### src/design/prr_consts.svh
// Constants of the pace and respiration result readout: addresses, field positions,
// reset values, word lengths and timing counts.
// Assumes it is included by bare name wherever one of these macros is used.
`ifndef PRR_CONSTS_SVH
`define PRR_CONSTS_SVH

// ------------------------------------------------------------------
// Register addresses on the serial interface
// ------------------------------------------------------------------
`define PRR_ADDR_PACE 7'h1A
`define PRR_ADDR_RMAG 7'h1B
`define PRR_ADDR_RPHASE 7'h1C

// ------------------------------------------------------------------
// Pace field layout; channel c starts at bit c times the stride
// ------------------------------------------------------------------
`define PRR_CH_STRIDE 8
`define PRR_DET_POS 7
`define PRR_WID_LSB 4
`define PRR_HGT_LSB 0
`define PRR_PACE_RST 24'h000000
`define PRR_RESP_RST 24'h000000

// ------------------------------------------------------------------
// Serial word lengths and buffer depth
// ------------------------------------------------------------------
`define PRR_LEN_HALF 6'h10
`define PRR_LEN_FULL 6'h20
`define PRR_BUF_DEPTH 2

// ------------------------------------------------------------------
// Timing: sample rate in kHz and system clock in kHz
// ------------------------------------------------------------------
`define PRR_SAMPLE_KHZ 128
`define PRR_CLK_KHZ 100000
`define PRR_SAMPLE_CYC (`PRR_CLK_KHZ / `PRR_SAMPLE_KHZ)

`endif

### src/design/prr_pkg.sv
// Types and helper functions of the pace and respiration result readout.
// Assumes nothing of its surroundings.
package prr_pkg;

   // ------------------------------------------------------------------
   // Types
   // ------------------------------------------------------------------
   typedef logic [23:0] prr_data_t;
   typedef logic [31:0] prr_word_t;

   typedef enum logic [2:0] {
      FB_IDLE = 3'b000,
      FB_PACE_HI = 3'b001,
      FB_PACE_LO = 3'b010,
      FB_MAG_HI = 3'b011,
      FB_MAG_LO = 3'b100
   } prr_fb_state_t;

   // ------------------------------------------------------------------
   // Functions
   // ------------------------------------------------------------------
   // Position of the highest set bit; zero for a zero value.
   function automatic logic [4:0] prr_log2(input logic [23:0] v);
      logic [4:0] l;
      l = 5'h00;
      for (int i = 0; i < 24; i++) begin
         if (v[i]) begin
            l = 5'(i);
         end
      end
      return l;
   endfunction : prr_log2

   // Width code: log2 of the duration in samples, minus one, floored at zero.
   function automatic logic [2:0] prr_wid_code(input logic [8:0] d);
      logic [4:0] l;
      l = prr_log2({15'h0000, d});
      return (l == 5'h00) ? 3'h0 : 3'(l - 5'h01);
   endfunction : prr_wid_code

   // Picks the whole word, its upper half or its lower half, left aligned.
   function automatic prr_word_t prr_half(input prr_word_t w, input logic lo,
                                          input logic split);
      if (lo) begin
         return {w[15:0], 16'h0000};
      end
      return split ? {w[31:16], 16'h0000} : w;
   endfunction : prr_half

endpackage : prr_pkg

### src/design/prr_stream_if.sv
// Valid/ready word stream between the readout and its output buffer.
// Assumes both ends run on the same clock.
`timescale 1ns/100ps
interface prr_stream_if;
   logic valid;
   logic ready;
   logic [31:0] data;
   modport src (output valid, output data, input ready);
   modport snk (input valid, input data, output ready);
endinterface : prr_stream_if

### src/design/prr_readout.sv
// Pace detection and respiration result registers with their serial readout.
// Assumes pace_active, pace_peak, resp and frame inputs come from logic on clock,
// and that sclk, cs_n and sdi are pins from the host, sampled here.
`timescale 1ns/100ps
`include "prr_consts.svh"
// Operation
// - A channel's detected flag sets on the trailing edge of its pace pulse.
// - Flag one means a pulse was seen in the frame, zero means none.
// - Three-bit width field holds log2 of width minus one, reset zero.
// - Width code N means a pulse of two to N plus one samples.
// - Four-bit height field holds log2 of pulse height, reset zero.
// - Respiration magnitude is a 24-bit unsigned value in bits 23 to 0.
// - Respiration phase is 24 bits, full scale is one turn.
// - At the fast rate in frame mode each word goes as two halves.
// - In register read mode the full 32-bit word is returned.
// - Phase never appears in the frame; host must read it explicitly.
module prr_readout (
   input wire logic clock, // 100 MHz system clock.
   input wire logic rst_n, // Asynchronous reset, active low.
   input wire logic ce, // Clock enable; all state holds while low.
   input wire logic frame_mode, // High: stream frames on the serial port.
   input wire logic rate_128k, // High: fast sample rate selected.
   input wire logic frame_start, // One-cycle pulse: a new frame begins.
   input wire logic [2:0] pace_active, // Per channel: pace pulse in progress.
   input wire logic [47:0] pace_peak, // Per channel: 16-bit pulse height in LSB.
   input wire logic resp_load, // One-cycle pulse: new respiration result.
   input wire prr_pkg::prr_data_t resp_mag, // Respiration magnitude.
   input wire prr_pkg::prr_data_t resp_phase, // Respiration phase.
   input wire logic sclk, // Serial clock pin from the host.
   input wire logic cs_n, // Serial select pin, active low.
   input wire logic sdi, // Serial data in.
   output logic sdo // Serial data out.
);
   import prr_pkg::*;

   // ------------------------------------------------------------------
   // Pin synchronisers and edge detection
   // ------------------------------------------------------------------
   logic [2:0] sync1_q, sync1_d, sync2_q, sync2_d;
   logic sclk_d_q, sclk_d_d, cs_d_q, cs_d_d;
   logic sclk_rise, sclk_fall, cs_fall, sel, sdi_s;

   // Two flops on every pin; the edge detectors look only at the second.
   always_comb begin
      sync1_d = {sclk, cs_n, sdi};
      sync2_d = sync1_q;
      sclk_d_d = sync2_q[2];
      cs_d_d = sync2_q[1];
   end

   // Registers only.
   always_ff @(posedge clock or negedge rst_n) begin
      if (!rst_n) begin
         sync1_q <= 3'h2;
         sync2_q <= 3'h2;
         sclk_d_q <= 1'b0;
         cs_d_q <= 1'b1;
      end else if (ce) begin
         sync1_q <= sync1_d;
         sync2_q <= sync2_d;
         sclk_d_q <= sclk_d_d;
         cs_d_q <= cs_d_d;
      end
   end

   assign sclk_rise = sync2_q[2] && !sclk_d_q;
   assign sclk_fall = !sync2_q[2] && sclk_d_q;
   assign cs_fall = !sync2_q[1] && cs_d_q;
   assign sel = !sync2_q[1];
   assign sdi_s = sync2_q[0];

   // ------------------------------------------------------------------
   // Sample tick and pace accumulation
   // ------------------------------------------------------------------
   logic [9:0] tick_cnt_q, tick_cnt_d;
   logic tick;
   logic [2:0] act_q, act_d;
   logic [8:0] dur_q [3];
   logic [8:0] dur_d [3];
   prr_data_t acc_q, acc_d, pace_rd_q, pace_rd_d, mag_q, mag_d, phase_q, phase_d;

   assign tick = tick_cnt_q == 10'(`PRR_SAMPLE_CYC - 1);

   // Durations count sample ticks; a trailing edge writes flag, width and height.
   always_comb begin
      tick_cnt_d = tick ? 10'h000 : tick_cnt_q + 10'h001;
      act_d = pace_active;
      dur_d = dur_q;
      acc_d = acc_q;
      pace_rd_d = pace_rd_q;
      mag_d = mag_q;
      phase_d = phase_q;
      if (frame_start) begin
         pace_rd_d = acc_q; // The finished frame is what the host sees.
         acc_d = `PRR_PACE_RST;
      end
      for (int c = 0; c < 3; c++) begin
         if (pace_active[c] && !act_q[c]) begin
            dur_d[c] = 9'h000;
         end else if (pace_active[c] && tick && dur_q[c] != 9'h1FF) begin
            dur_d[c] = dur_q[c] + 9'h001;
         end
         // Applied after the clear, so a pulse ending at a frame start is kept.
         if (act_q[c] && !pace_active[c]) begin
            acc_d[c * `PRR_CH_STRIDE + `PRR_DET_POS] = 1'b1;
            acc_d[c * `PRR_CH_STRIDE + `PRR_WID_LSB +: 3] = prr_wid_code(dur_q[c]);
            acc_d[c * `PRR_CH_STRIDE + `PRR_HGT_LSB +: 4] =
               4'(prr_log2({8'h00, pace_peak[c * 16 +: 16]}));
         end
      end
      if (resp_load) begin
         mag_d = resp_mag;
         phase_d = resp_phase;
      end
   end

   // Registers only.
   always_ff @(posedge clock or negedge rst_n) begin
      if (!rst_n) begin
         tick_cnt_q <= 10'h000;
         act_q <= 3'h0;
         dur_q[0] <= 9'h000;
         dur_q[1] <= 9'h000;
         dur_q[2] <= 9'h000;
         acc_q <= `PRR_PACE_RST;
         pace_rd_q <= `PRR_PACE_RST;
         mag_q <= `PRR_RESP_RST;
         phase_q <= `PRR_RESP_RST;
      end else if (ce) begin
         tick_cnt_q <= tick_cnt_d;
         act_q <= act_d;
         dur_q <= dur_d;
         acc_q <= acc_d;
         pace_rd_q <= pace_rd_d;
         mag_q <= mag_d;
         phase_q <= phase_d;
      end
   end

   // ------------------------------------------------------------------
   // Frame builder and buffer source
   // ------------------------------------------------------------------
   prr_fb_state_t fb_state_q, fb_state_d;
   logic fb_valid;
   prr_word_t fb_word, pace_w, mag_w;
   logic resp_pend_q, resp_pend_d;
   logic resp_lo_q, resp_lo_d;
   prr_word_t resp_word_q, resp_word_d;
   prr_stream_if buf_in ();
   prr_stream_if buf_out ();

   assign pace_w = {1'b0, `PRR_ADDR_PACE, pace_rd_q};
   assign mag_w = {1'b0, `PRR_ADDR_RMAG, mag_q};

   // The frame carries pace then magnitude; phase is left out on purpose.
   always_comb begin
      fb_state_d = fb_state_q;
      fb_valid = 1'b1;
      fb_word = 32'h00000000;
      unique case (fb_state_q)
         FB_IDLE: begin
            fb_valid = 1'b0;
            if (frame_start && frame_mode) begin
               fb_state_d = FB_PACE_HI;
            end
         end
         FB_PACE_HI: begin
            fb_word = prr_half(pace_w, 1'b0, rate_128k);
            if (buf_in.ready) begin
               fb_state_d = rate_128k ? FB_PACE_LO : FB_MAG_HI;
            end
         end
         FB_PACE_LO: begin
            fb_word = prr_half(pace_w, 1'b1, rate_128k);
            if (buf_in.ready) begin
               fb_state_d = FB_MAG_HI;
            end
         end
         FB_MAG_HI: begin
            fb_word = prr_half(mag_w, 1'b0, rate_128k);
            if (buf_in.ready) begin
               fb_state_d = rate_128k ? FB_MAG_LO : FB_IDLE;
            end
         end
         FB_MAG_LO: begin
            fb_word = prr_half(mag_w, 1'b1, rate_128k);
            if (buf_in.ready) begin
               fb_state_d = FB_IDLE;
            end
         end
         default: begin
            fb_valid = 1'b0;
            fb_state_d = FB_IDLE;
         end
      endcase
   end

   // Frame words go first; a pending read answer waits behind them.
   assign buf_in.valid = fb_valid || resp_pend_q;
   // A split answer goes out as its upper half, then its lower half.
   assign buf_in.data = fb_valid ? fb_word : prr_half(resp_word_q, resp_lo_q,
                                                      frame_mode && rate_128k);

   prr_fifo2 u_buf (
      .clock(clock),
      .rst_n(rst_n),
      .ce(ce),
      .wr(buf_in),
      .rd(buf_out)
   );

   // ------------------------------------------------------------------
   // Serial shifter and command decode
   // ------------------------------------------------------------------
   prr_word_t tx_q, tx_d, rx_q, rx_d;
   logic [5:0] tx_cnt_q, tx_cnt_d, tx_len_q, tx_len_d, rx_cnt_q, rx_cnt_d;
   logic sdo_q, sdo_d, pop, cmd_done;
   logic tx_hold_q, tx_hold_d;
   prr_data_t rd_data;

   // Input shifts on sclk rising, output on sclk falling; words reload from the buffer.
   always_comb begin
      tx_d = tx_q;
      tx_cnt_d = tx_cnt_q;
      tx_len_d = tx_len_q;
      rx_d = rx_q;
      rx_cnt_d = rx_cnt_q;
      pop = 1'b0;
      cmd_done = 1'b0;
      tx_hold_d = tx_hold_q;
      if (cs_fall) begin
         tx_len_d = (frame_mode && rate_128k) ? `PRR_LEN_HALF : `PRR_LEN_FULL;
         tx_cnt_d = 6'h00;
         rx_cnt_d = 6'h00;
         tx_hold_d = 1'b0;
         // A word taken at the last edge of the previous select has not gone out yet.
         if (!tx_hold_q) begin
            pop = buf_out.valid;
            tx_d = buf_out.valid ? buf_out.data : 32'h00000000;
         end
      end else if (sel && sclk_rise) begin
         rx_d = {rx_q[30:0], sdi_s};
         rx_cnt_d = rx_cnt_q + 6'h01;
         if (rx_cnt_q == 6'h1F) begin
            cmd_done = 1'b1;
            rx_cnt_d = 6'h00;
         end
      end else if (sel && sclk_fall) begin
         tx_cnt_d = tx_cnt_q + 6'h01;
         tx_d = {tx_q[30:0], 1'b0};
         tx_hold_d = 1'b0;
         if (tx_cnt_q == tx_len_q - 6'h01) begin
            tx_cnt_d = 6'h00;
            pop = buf_out.valid;
            tx_d = buf_out.valid ? buf_out.data : 32'h00000000;
            tx_hold_d = buf_out.valid;
         end
      end
      sdo_d = tx_d[31];
      unique case (rx_d[30:24])
         `PRR_ADDR_PACE: rd_data = pace_rd_q;
         `PRR_ADDR_RMAG: rd_data = mag_q;
         `PRR_ADDR_RPHASE: rd_data = phase_q; // Reachable only by a read.
         default: rd_data = 24'h000000;
      endcase
      resp_pend_d = resp_pend_q;
      resp_lo_d = resp_lo_q;
      resp_word_d = resp_word_q;
      if (!fb_valid && resp_pend_q && buf_in.ready) begin
         if (frame_mode && rate_128k && !resp_lo_q) begin
            resp_lo_d = 1'b1;
         end else begin
            resp_pend_d = 1'b0;
            resp_lo_d = 1'b0;
         end
      end
      // A new read wins over the hand-off of the previous answer.
      if (cmd_done && !rx_d[31]) begin
         resp_pend_d = 1'b1;
         resp_lo_d = 1'b0;
         resp_word_d = {1'b0, rx_d[30:24], rd_data};
      end
   end

   assign buf_out.ready = pop;

   // Registers only.
   always_ff @(posedge clock or negedge rst_n) begin
      if (!rst_n) begin
         fb_state_q <= FB_IDLE;
         resp_pend_q <= 1'b0;
         resp_lo_q <= 1'b0;
         tx_hold_q <= 1'b0;
         resp_word_q <= 32'h00000000;
         tx_q <= 32'h00000000;
         tx_cnt_q <= 6'h00;
         tx_len_q <= `PRR_LEN_FULL;
         rx_q <= 32'h00000000;
         rx_cnt_q <= 6'h00;
         sdo_q <= 1'b0;
      end else if (ce) begin
         fb_state_q <= fb_state_d;
         resp_pend_q <= resp_pend_d;
         resp_lo_q <= resp_lo_d;
         tx_hold_q <= tx_hold_d;
         resp_word_q <= resp_word_d;
         tx_q <= tx_d;
         tx_cnt_q <= tx_cnt_d;
         tx_len_q <= tx_len_d;
         rx_q <= rx_d;
         rx_cnt_q <= rx_cnt_d;
         sdo_q <= sdo_d;
      end
   end

   assign sdo = sdo_q;

   // ------------------------------------------------------------------
   // Checks
   // ------------------------------------------------------------------
   trail_sets_a: assert property (@(posedge clock) disable iff (!rst_n)
      ce && act_q[1] && !pace_active[1] |=> acc_q[15]) else $error("flag not set");
   lead_no_set_a: assert property (@(posedge clock) disable iff (!rst_n)
      ce && !frame_start && pace_active[0] && !act_q[0] && !acc_q[7] |=> !acc_q[7])
      else $error("flag set on leading edge");
   width_code_a: assert property (@(posedge clock) disable iff (!rst_n)
      ce && act_q[1] && !pace_active[1] && dur_q[1][8:3] == 6'h01 |=> acc_q[14:12] == 3'h2)
      else $error("wrong width code");
   height_code_a: assert property (@(posedge clock) disable iff (!rst_n)
      ce && act_q[0] && !pace_active[0] && pace_peak[15:0] == 16'h0100
      |=> acc_q[3:0] == 4'h8) else $error("wrong height code");
   frame_clear_a: assert property (@(posedge clock) disable iff (!rst_n)
      ce && frame_start && !(act_q[0] && !pace_active[0]) |=> acc_q[7:0] == 8'h00
      && pace_rd_q == $past(acc_q)) else $error("frame did not clear or latch");
   half_len_a: assert property (@(posedge clock) disable iff (!rst_n)
      ce && cs_fall && frame_mode && rate_128k |=> tx_len_q == `PRR_LEN_HALF)
      else $error("split length wrong");
   full_len_a: assert property (@(posedge clock) disable iff (!rst_n)
      ce && cs_fall && !frame_mode |=> tx_len_q == `PRR_LEN_FULL)
      else $error("full length wrong");
   no_phase_a: assert property (@(posedge clock) disable iff (!rst_n)
      fb_state_q == FB_PACE_HI || fb_state_q == FB_MAG_HI |-> fb_word[30:24]
      != `PRR_ADDR_RPHASE) else $error("phase in frame");
   phase_read_a: assert property (@(posedge clock) disable iff (!rst_n)
      ce && cmd_done && !rx_d[31] && rx_d[30:24] == `PRR_ADDR_RPHASE
      |=> resp_pend_q && resp_word_q[23:0] == $past(phase_q)) else $error("phase read");
   mag_read_a: assert property (@(posedge clock) disable iff (!rst_n)
      ce && cmd_done && !rx_d[31] && rx_d[30:24] == `PRR_ADDR_RMAG
      |=> resp_word_q == {1'b0, `PRR_ADDR_RMAG, $past(mag_q)}) else $error("mag read");

endmodule : prr_readout

### src/design/prr_fifo2.sv
// Two-entry word buffer between the frame and answer sources and the serial shifter.
// Assumes a single clock, an active-low asynchronous reset and a freezing clock enable.
`timescale 1ns/100ps
`include "prr_consts.svh"
module prr_fifo2 (
   input wire logic clock, // System clock.
   input wire logic rst_n, // Asynchronous reset, active low.
   input wire logic ce, // Clock enable; state holds while low.
   prr_stream_if.snk wr, // Filling side.
   prr_stream_if.src rd // Draining side.
);
   logic [31:0] mem_q [2];
   logic [31:0] mem_d [2];
   logic wp_q, wp_d, rp_q, rp_d;
   logic [1:0] cnt_q, cnt_d;
   logic push, take;

   // ------------------------------------------------------------------
   // Pointer and storage update
   // ------------------------------------------------------------------
   // Storage is written at the write index; the count tracks both sides.
   always_comb begin
      push = wr.valid && wr.ready;
      take = rd.valid && rd.ready;
      mem_d = mem_q;
      if (push) begin
         mem_d[wp_q] = wr.data;
      end
      wp_d = wp_q ^ push;
      rp_d = rp_q ^ take;
      cnt_d = cnt_q + {1'b0, push} - {1'b0, take};
   end

   // Registers only.
   always_ff @(posedge clock or negedge rst_n) begin
      if (!rst_n) begin
         mem_q[0] <= 32'h00000000;
         mem_q[1] <= 32'h00000000;
         wp_q <= 1'b0;
         rp_q <= 1'b0;
         cnt_q <= 2'h0;
      end else if (ce) begin
         mem_q <= mem_d;
         wp_q <= wp_d;
         rp_q <= rp_d;
         cnt_q <= cnt_d;
      end
   end

   // Full and empty come straight from the count.
   assign wr.ready = cnt_q != 2'(`PRR_BUF_DEPTH);
   assign rd.valid = cnt_q != 2'h0;
   assign rd.data = mem_q[rp_q];

   count_bound_a: assert property (@(posedge clock) disable iff (!rst_n)
      cnt_q <= 2'(`PRR_BUF_DEPTH)) else $error("buffer count above depth");
   fill_full_a: assert property (@(posedge clock) disable iff (!rst_n)
      ce && cnt_q == 2'h1 && push && !take |=> !wr.ready && rd.valid)
      else $error("buffer did not report full");

endmodule : prr_fifo2

### config.mk
export PLATFORM = sky130hd
export DESIGN_NAME = prr_readout
export DESIGN_NICKNAME = d
export VERILOG_FILES = /design/src/design/prr_pkg.sv /design/src/design/prr_stream_if.sv /design/src/design/prr_readout.sv /design/src/design/prr_fifo2.sv
export VERILOG_INCLUDE_DIRS = /design/src /design/src/design
export SDC_FILE = /design/constraint.sdc
export NUM_CORES = 1
export LEC_CHECK = 0
export ABC_AREA = 1
export BUFFER_PORTS_ARGS = -buffer_cell sky130_fd_sc_hd__buf_2
export CAP_MARGIN = 20
export CORE_MARGIN = 1
export CORE_UTILIZATION = 40
export CTS_BUF_LIST = sky130_fd_sc_hd__clkbuf_16
export CTS_CLUSTER_SIZE = 24
export DETAILED_ROUTE_END_ITERATION = 16
export SYNTH_ARGS = -nofsm -noshare
export SYNTH_HDL_FRONTEND = slang
export SYNTH_SLANG_ARGS = --single-unit
### constraint.sdc
create_clock -name clock -period 2.8 [get_ports clock]
set_input_delay 0.28 -clock clock [delete_from_list [all_inputs] [get_ports clock]]
set_output_delay 0.28 -clock clock [all_outputs]
set_load 0.03 [all_outputs]
==> flow_metrics.env, run 1 <==
export IMPL_portBuffers=106
export IMPL_via_per_inst=5.14
export IMPL_clk_pin_slew_ns=0.06
export IMPL_dieArea_mm2=0.0414
export IMPL_die_h_um=203
export IMPL_dp_hpwl_um=26800
export IMPL_avgSynthCellArea_um2=8.21
export IMPL_firstDrtPassIters=5
export IMPL_die_w_um=203
export IMPL_final_max_slew_viol_count=0
export IMPL_placed_cells=2562
export IMPL_start_kind="flop"
export IMPL_final_cells=2653
export IMPL_synth_top_area_share_pct=49.8
export IMPL_hold_viol_final=0
export IMPL_fmax_mhz=439
export IMPL_min_path_type="in -> reg"
export IMPL_cts_tree="built"
export IMPL_core_area_mm2=0.0399
export IMPL_cts_root_buf="clkbuf_16"
export IMPL_yosysWarnings=0
export IMPL_vias=13600
export IMPL_synth_compound_area_share_pct=15.2
export IMPL_fin_setup_tns_ns=0
export IMPL_synth_ff_type="dfrtp_1"
export IMPL_num_antenna_cells=0
export IMPL_drt_initial_drc_count=947
export IMPL_slew_headroom_pct=50.7
export IMPL_track_usage_pct=20.0
export IMPL_async_reset_ff_share_pct=100
export IMPL_slowest_delay_ns=0.37
export IMPL_cts_htree_levels=2
export IMPL_placed_area_mm2=0.0175
export IMPL_rsz0062_at_grt="false"
export IMPL_status="finished clean"
export IMPL_leakage_nw=9.00
export IMPL_ctsResizeCount=0
export IMPL_syn_inst=1977
export IMPL_ys_top_cells_by_area="dfrtp_1 50%, nand2_1 9.3%, o21ai_0 7.4%"
export IMPL_layout_common_cells="399 x nand2_1, 323 x dfrtp_1, 267 x inv_1"
export IMPL_synthSimpleGateAreaFrac_pct=19.7
export IMPL_power_per_cell_area_mw_per_mm2=827
export IMPL_finalNetCount=2226
export IMPL_synth_edff_count=0
export IMPL_wl_um=40300
export IMPL_netlist_area_mm2=0.0162
export IMPL_layout_drive_gt1_share_pct=13.9
export IMPL_layout_commonest_cell="nand2_1"
export IMPL_fp_row_count=73
export IMPL_wl_per_cell_um=15.2
export IMPL_yosys_area_top_type="dfrtp_1"
export IMPL_synthMuxAreaShare_pct=3.89
export IMPL_setup_violations=0
export IMPL_crit_slowest_cell="dfrtp_1"
export IMPL_clock_sinks=327
export IMPL_cts_made_buffers=37
export IMPL_timing_final_crit_period_ns=2.28
export IMPL_area_growth_pct=15.9
export IMPL_grt_antenna_before_repair=0
export IMPL_crit_fanout=24
export IMPL_drc=0
export IMPL_fin_total_pwr_mw=15.6
export IMPL_worstPathArrival_ns=2.74
export IMPL_critPathCaptureType="flop"
export IMPL_grt_max_degree=80
export IMPL_overflow=0
export IMPL_synth_seq_cells=327
export IMPL_synth_fp_nets=2101
export IMPL_ant_nets=0
export IMPL_grt_pass1_vias=13000
export IMPL_skew_ns=0.0206
export IMPL_yosysUniqueCellTypes=45
export IMPL_grt_pass1_wl_um=67100
export IMPL_cap_violations=0
export IMPL_peakVddDrop_mv=0.444
export IMPL_synth_top_family_by_area="simple AND/OR/NAND/NOR gates"
export IMPL_ctsHoldBuffers=26
export IMPL_ys_seq_area_share_pct=50.5
export IMPL_path_class="reg -> reg"
export IMPL_gp_congestion=0.864
export IMPL_cp_required_ns=3.26
export IMPL_synth_xor_area_share_pct=1.13
export IMPL_start_util_pct=40.7
export IMPL_worst_slew_pin_slew_ns=0.736
export IMPL_crit_chain="inv_1, nor3_4, nand2_4, o21ai_1, nand2_1, nor3_4, buf_4, nand3_1, nand3_1, nand2_1, o21ai_2"
export IMPL_ios=110
export IMPL_min_period_over_period_pct=81.4
export IMPL_final_area_mm2=0.0188
export IMPL_worstSkewPairLatency_ns=0.53
export IMPL_clockBufferDepth=3
export IMPL_cts_setup_buffers=0
export IMPL_synth_adder_area_share_pct=1.16
==> per-layer routing <==
| metal | global-route usage [%] | up-vias | part of all wire, % |
|---|---|---|---|
| met5 | 0 | - | 0 |
| met4 | 6.39 | 0 | 2.3 |
| li1 | - | 6715 | - |
| met3 | 2.72 | 70 | 4.8 |
| met1 | 29.0 | 6523 | 48 |
| met2 | 31.0 | 316 | 45 |
==> synth_stat cells (2+ instances only) <==
library cell,instances
nand2_1,400
dfrtp_1,323
inv_1,255
o21ai_0,240
nor2_1,165
nand3_1,136
a21oi_1,110
clkbuf_1,59
mux2_2,56
nor3_1,29
a31oi_1,21
o21ai_2,19
o22ai_1,18
xor2_1,18
buf_2,16
ha_1,15
o21ai_1,12
a221oi_1,8
o211ai_1,8
buf_4,7
nor4_1,7
clkinv_1,5
nand4_1,5
o31ai_1,5
dfstp_2,4
buf_1,3
buf_6,3
nor2_4,3
nor3_4,3
o21a_1,3
xnor2_1,3
inv_2,2
nand3_2,2
nor2_2,2
o2111ai_1,2
==> metrics by stage <==
stage / util, % / hold slack [ns] / setup slack, ns
global route: 47.1 / 0.0143 / 0.295
detailed placement: 43.7 / 0.286 / 0.546
floorplan: - / -0.0156 / 0.780
CTS: 47.1 / 0.00319 / 0.525
global placement: 43.7 / 0.281 / 0.543
finish: 47.1 / 0.0207 / 0.520
==> cells by family (layout without fill, tap and decap cells) <==
family | count (synthesis) | in the layout
muxes | 56 | 56
DFF | 327 | 327
buffers and inverters | 350 | 501
adders and majority gates | 15 | 15
xor gates and xnor gates | 21 | 21
and+or+nand+nor | 759 | 759
AOI/OAI and AO/OA | 449 | 449
==> report_power, final <==
part | total [mW] | leakage (nW) | internal, mW | switching (mW)
clock | 4.39 | 0.577 | 2.46 | 1.93
sequential | 6.55 | 4.00 | 5.86 | 0.686
combinational | 4.62 | 4.42 | 1.67 | 2.95
==> critical path, delay by kind of cell (launching register included) <==
family / cells / cell delay [ns]
AND/OR/NAND/NOR: 7 / 1.06
buffers and inverters: 2 / 0.43
flip-flops: 1 / 0.37
AO/OA/AOI/OAI: 2 / 0.33
==> final timing paths <==
kind,startpoint,end,slack (ns),cells past startpoint
min in group asynchronous,rst_n,u_buf.mem_q[52]$_DFFE_PN0P_,0.30,2
min,resp_mag[2],mag_q[2]$_DFFE_PN0P_,0.02,3
max,sync2_q[2]$_DFFE_PN0P_,resp_word_q[6]$_DFFE_PN0P_,0.52,11
max reg2reg,sync2_q[2]$_DFFE_PN0P_,resp_word_q[6]$_DFFE_PN0P_,0.52,11
min reg2reg,sync1_q[1]$_DFFE_PN1P_,sync1_q[1]$_DFFE_PN1P_,0.47,2
max in group asynchronous,rst_n,tx_len_q[5]$_DFFE_PN1P_,1.62,3
==> registers in the layout, indices dropped and copies added (netlist names), 10 cells and up <==
register,cells
phase_q,24
resp_word_q,31
dur_q,27
mag_q,24
rx_q,32
tick_cnt_q,10
acc_q,24
pace_rd_q,24
tx_q,32
u_buf.mem_q,64
==> final cells by class <==
class	count	area, um2
clock buffer	38	951
clock inverter	27	135
fill	3805	21100
inverter	262	983
multi-input combinational	1300	6680
sequential	327	8190
tap	525	657
timing repair buffer	174	1220
(Power assumes the default switching activity.)
==> run 2, diff against run 1 <==
- clock period: 2.8 -> 2.35 ns (I/O delays scaled with it)
==> flow_metrics.env, run 2 (same netlist as run 1, synthesis figures left out) <==
export IMPL_cts_htree_levels=2
export IMPL_grt_pass1_wl_um=67800
export IMPL_layout_commonest_cell="nand2_1"
export IMPL_final_max_slew_viol_count=0
export IMPL_reg2reg_depth=6
export IMPL_ios=110
export IMPL_rsz0062_at_grt="false"
export IMPL_power_frac_comb_pct=29.5
export IMPL_p_clk_share_pct=30.2
export IMPL_cap_violations=0
export IMPL_intPower_mw=12.6
export IMPL_crit_path_start="fb_state_q[1]$_DFFE_PN0P_"
export IMPL_core_area_mm2=0.0399
export IMPL_p_sw_mw=6.75
export IMPL_dieArea_mm2=0.0414
export IMPL_p_sw_share_pct=34.8
export IMPL_layout_drive_gt1_share_pct=14.8
export IMPL_num_antenna_cells=0
export IMPL_peakVddDrop_mv=0.690
export IMPL_cts_made_buffers=38
export IMPL_wl_per_cell_um=15.1
export IMPL_min_path_type="in -> reg"
export IMPL_track_usage_pct=20.3
export IMPL_clk_pin_slew_ns=0.06
export IMPL_die_h_um=203
export IMPL_worstSkewPairLatency_ns=0.53
export IMPL_dp_hpwl_um=27800
export IMPL_wl_um=40800
export IMPL_start_kind="flop"
export IMPL_dp_slack_ns=0.150
export IMPL_r2r_end="u_buf.mem_q[11]$_DFFE_PN0P_"
export IMPL_fp_row_count=73
export IMPL_clockBufferDepth=3
export IMPL_drt_initial_drc_count=934
export IMPL_ant_nets=0
export IMPL_start_util_pct=40.7
export IMPL_power_per_cell_area_mw_per_mm2=997
export IMPL_fmax_mhz=465
export IMPL_layout_common_cells="399 x nand2_1, 323 x dfrtp_1, 263 x inv_1"
export IMPL_setup_ws_ns=0.199
export IMPL_endpoint="u_buf.mem_q[11]$_DFFE_PN0P_"
export IMPL_timing_rr_start="fb_state_q[1]$_DFFE_PN0P_"
export IMPL_worst_slew_pin_slew_ns=0.674
export IMPL_overflow=0
export IMPL_grt_pass1_vias=13300
export IMPL_drc=0
export IMPL_worstPathArrival_ns=2.62
export IMPL_grt_antenna_before_repair=0
export IMPL_largest_register="u_buf.mem_q"
export IMPL_slew_headroom_pct=54.6
export IMPL_clock_sinks=327
export IMPL_firstDrtPassIters=5
export IMPL_skew_ns=0.0154
export IMPL_crit_fanout=16
export IMPL_timing_final_crit_period_ns=2.15
export IMPL_largestRegisters="u_buf.mem_q x64, rx_q x32, tx_q x32"
export IMPL_cts_tree="built"
export IMPL_grt_max_degree=66
export IMPL_fin_setup_tns_ns=0
export IMPL_r2r_slack_ns=0.20
export IMPL_min_period_over_period_pct=91.5
export IMPL_status="finished clean"
export IMPL_cp_required_ns=2.82
export IMPL_leakage_nw=9.28
export IMPL_largest_reg_flops=64
export IMPL_gp_congestion=0.870
export IMPL_portBuffers=106
export IMPL_vias=13700
export IMPL_via_per_inst=5.08
export IMPL_die_w_um=203
export IMPL_setup_violations=0
export IMPL_cts_root_buf="clkbuf_16"
export IMPL_worstHoldPathCells=3
export IMPL_area_growth_pct=19.9
export IMPL_critPathCaptureType="flop"
export IMPL_finalNetCount=2267
export IMPL_p_seq_share_pct=40.3
export IMPL_hold_viol_final=0
export IMPL_path_class="reg -> reg"
run 2: routing by layer:
layer / global-route usage (%) / share of wire [%]
met5: 0 / 0
met4: 6.47 / 2.7
met3: 3.64 / 5.9
met2: 31.6 / 44
met1: 28.7 / 47
run 2: final cells by class:
| class | count | area (um2) |
|---|---|---|
| fillers | 3782 | 20500 |
| flip-flops and latches | 327 | 8190 |
| multi-input cells | 1300 | 6690 |
| repair buffers | 214 | 1690 |
| clock buffers | 41 | 1030 |
| inverters | 262 | 983 |
| well taps | 525 | 657 |
| clock inverters | 28 | 214 |
run 2: timing repair:
item	in CTS	in global routing
hold endpoints to repair	99	0
setup buffers	0	0
setup endpoints to repair	0	21
hold buffers	51	0
resized for setup	0	4
run 2: how the worst min path moves through the flow:
stage	slack, ns	to	startpoint
finish	0.01	mag_q[7]$_DFFE_PN0P_	resp_mag[7]
global route	0.007	mag_q[20]$_DFFE_PN0P_	resp_mag[20]
CTS	0.006	mag_q[14]$_DFFE_PN0P_	resp_mag[14]
detailed placement	0.21	tx_q[17]$_DFFE_PN0P_	rst_n
global placement	0.20	u_buf.mem_q[38]$_DFFE_PN0P_	rst_n
floorplan	-0.06	acc_q[0]$_DFFE_PN0P_	rst_n
run 2: critical path, stage by stage (launching register included):
cell and delay [ns]:
dfrtp_1 0.45, o21ai_0 0.17, nand2_1 0.12, clkinv_1 0.08
nand3_2 0.31, o21ai_0 0.68, mux2_2 0.27
run 2: stage by stage:
| stage | std cells | hold WS [ns] | power (mW) | instance area, um2 | utilization (%) |
|---|---|---|---|---|---|
| global route | 2697 | 0.00746 | 20.7 | 19400 | 48.7 |
| CTS | 2697 | 0.00588 | 19.5 | 19400 | 48.7 |
| finish | 2697 | 0.0146 | 19.4 | 19400 | 48.7 |
| floorplan | 1977 | -0.0606 | 11.4 | 16200 | - |
| global placement | 2577 | 0.204 | 13.3 | 17700 | 44.3 |
| detailed placement | 2577 | 0.206 | 13.5 | 17700 | 44.3 |
run 2: power groups by stage:
| stage | logic, mW | clock network [mW] | registers (mW) |
|---|---|---|---|
| floorplan | 3.81 | 0 | 7.63 |
| CTS | 5.71 | 6.00 | 7.80 |
| global placement | 5.51 | 0 | 7.83 |
| global route | 6.45 | 6.24 | 7.98 |
| finish | 5.72 | 5.86 | 7.81 |
| detailed placement | 5.61 | 0 | 7.89 |
==> run 3, diff against run 2 <==
- CORE_MARGIN: 1 -> unset
- RECOVER_POWER: unset -> 50
==> flow_metrics.env, run 3 (same netlist as run 1, synthesis figures left out) <==
export IMPL_grt_max_degree=66
export IMPL_gp_congestion=0.870
export IMPL_wl_um=40800
export IMPL_crit_fanout=16
export IMPL_clk_pin_slew_ns=0.06
export IMPL_ios=110
export IMPL_cap_violations=1
export IMPL_setup_violations=0
export IMPL_start_util_pct=40.7
export IMPL_worst_slew_pin_slew_ns=1.52
export IMPL_status="finished, violations left"
export IMPL_cts_tree="built"
export IMPL_hold_viol_final=0
export IMPL_timing_rr_start="fb_state_q[1]$_DFFE_PN0P_"
export IMPL_fillCellCount=3793
export IMPL_die_h_um=203
export IMPL_min_period_over_period_pct=91.3
export IMPL_vias=13800
export IMPL_core_area_mm2=0.0399
export IMPL_r2r_slack_ns=0.21
export IMPL_rsz0062_at_grt="false"
export IMPL_dp_hpwl_um=27800
export IMPL_cts_made_buffers=38
export IMPL_ant_nets=0
export IMPL_start_kind="flop"
export IMPL_final_area_mm2=0.0194
export IMPL_skew_ns=0.0148
export IMPL_die_w_um=203
export IMPL_track_usage_pct=20.3
export IMPL_layout_drive_gt1_share_pct=14.5
export IMPL_slew_headroom_pct=-1.26
export IMPL_seqCellArea_mm2=0.00819
export IMPL_cts_setup_buffers=0
export IMPL_via_per_inst=5.10
export IMPL_r2r_end="u_buf.mem_q[11]$_DFFE_PN0P_"
export IMPL_largest_reg_flops=64
export IMPL_num_antenna_cells=0
export IMPL_path_class="reg -> reg"
export IMPL_timing_final_crit_period_ns=2.14
export IMPL_min_from="resp_mag[7]"
export IMPL_overflow=0
export IMPL_cts_htree_levels=2
export IMPL_clockBufferDepth=3
export IMPL_critPathCaptureType="flop"
export IMPL_power_per_cell_area_mw_per_mm2=999
export IMPL_peakVddDrop_mv=0.691
export IMPL_hold_end="mag_q[7]$_DFFE_PN0P_"
export IMPL_dieArea_mm2=0.0414
export IMPL_fp_row_count=73
export IMPL_multiInputGateArea_mm2=0.00669
export IMPL_largest_register="u_buf.mem_q"
export IMPL_firstDrtPassIters=5
export IMPL_largestRegisters="u_buf.mem_q x64, rx_q x32, tx_q x32"
export IMPL_leakage_nw=9.25
export IMPL_worstSkewPairLatency_ns=0.53
export IMPL_finalNetCount=2267
export IMPL_fmax_mhz=466
export IMPL_fin_setup_tns_ns=0
export IMPL_drc=0
export IMPL_reg2reg_depth=6
export IMPL_drt_initial_drc_count=965
export IMPL_layout_common_cells="400 x nand2_1, 323 x dfrtp_1, 264 x inv_1"
export IMPL_final_max_slew_viol_count=55
export IMPL_worstHoldPathCells=3
export IMPL_grt_antenna_before_repair=0
export IMPL_cp_required_ns=2.82
export IMPL_layout_commonest_cell="nand2_1"
export IMPL_cts_root_buf="clkbuf_16"
export IMPL_grt_pass1_vias=13300
export IMPL_portBuffers=106
export IMPL_worstPathArrival_ns=2.62
export IMPL_grt_pass1_wl_um=67800
export IMPL_failed_checks="max-capacitance violations, max-slew violations"
export IMPL_clock_sinks=327
export IMPL_placed_area_mm2=0.0177
export IMPL_min_path_type="in -> reg"
export IMPL_wl_per_cell_um=15.1
export IMPL_area_growth_pct=19.5
-- run 3: changes by cell type in the layout (fill, tap and decap cells not counted), sizes merged --
cell    previous run  this run
buf              163       158
clkbuf            41        46
-- run 3: cell type report --
cell class / count / area share [%]
Timing Repair Buffer: 214 / 8.42
Sequential cell: 327 / 42.2
Clock buffer: 41 / 5.29
Clock inverter: 28 / 1.10
Multi-Input combinational cell: 1300 / 34.5
Tap cell: 525 / 3.39
Inverter: 262 / 5.07
-- run 3: critical path, cell delays in order (launching register included) --
cell,delay [ns]
dfrtp_1,0.45
o21ai_0,0.17
nand2_1,0.12
clkinv_1,0.09
nand3_2,0.31
o21ai_0,0.67
mux2_2,0.28
-- run 3: per-stage QoR --
step                power [mW]  hold WS, ns  setup slack [ns]  std cells  utilization [%]
floorplan                 11.4      -0.0606             0.330       1977                -
global placement          13.3        0.204             0.112       2577             44.3
detailed placement        13.5        0.206             0.150       2577             44.3
CTS                       19.5      0.00588             0.129       2697             48.7
global route              20.7      0.00746            0.0244       2697             48.6
finish                    19.4       0.0129             0.205       2697             48.6
-- run 3: report_power, final --
part / internal [mW] / switching [mW]
Sequential: 6.99 / 0.818
Combinational: 2.16 / 3.55
Clock: 3.48 / 2.37
-- run 3: metal layers --
layer  global-route usage [%]  part of all wire [%]  vias up
met3                     3.64                   6.1       67
li1                         -                     -     6799
met4                     6.47                   2.7        0
met2                     31.6                    44      365
met5                        0                     0        -
met1                     28.7                    47     6534
-- run 3: what timing repair did --
| action | in CTS | in global routing |
|---|---|---|
| resized for setup | 0 | 4 |
| setup endpoints to repair | 0 | 21 |
| hold buffers | 51 | 0 |
| hold endpoints to repair | 99 | 0 |
-- run 3: how the worst max path moves through the flow --
stage / from / end
6_report: fb_state_q[1]$_DFFE_PN0P_ / u_buf.mem_q[11]$_DFFE_PN0P_
5_1_grt: dur_q[15]$_DFFE_PN0P_ / dur_q[16]$_DFFE_PN0P_
4_1_cts: tx_cnt_q[0]$_DFFE_PN0P_ / u_buf.cnt_q[1]$_DFFE_PN0P_
3_5_place_dp: tx_cnt_q[0]$_DFFE_PN0P_ / u_buf.cnt_q[1]$_DFFE_PN0P_
3_3_place_gp: tx_cnt_q[0]$_DFFE_PN0P_ / u_buf.cnt_q[1]$_DFFE_PN0P_
2_1_floorplan: tx_cnt_q[1]$_DFFE_PN0P_ / u_buf.cnt_q[1]$_DFFE_PN0P_
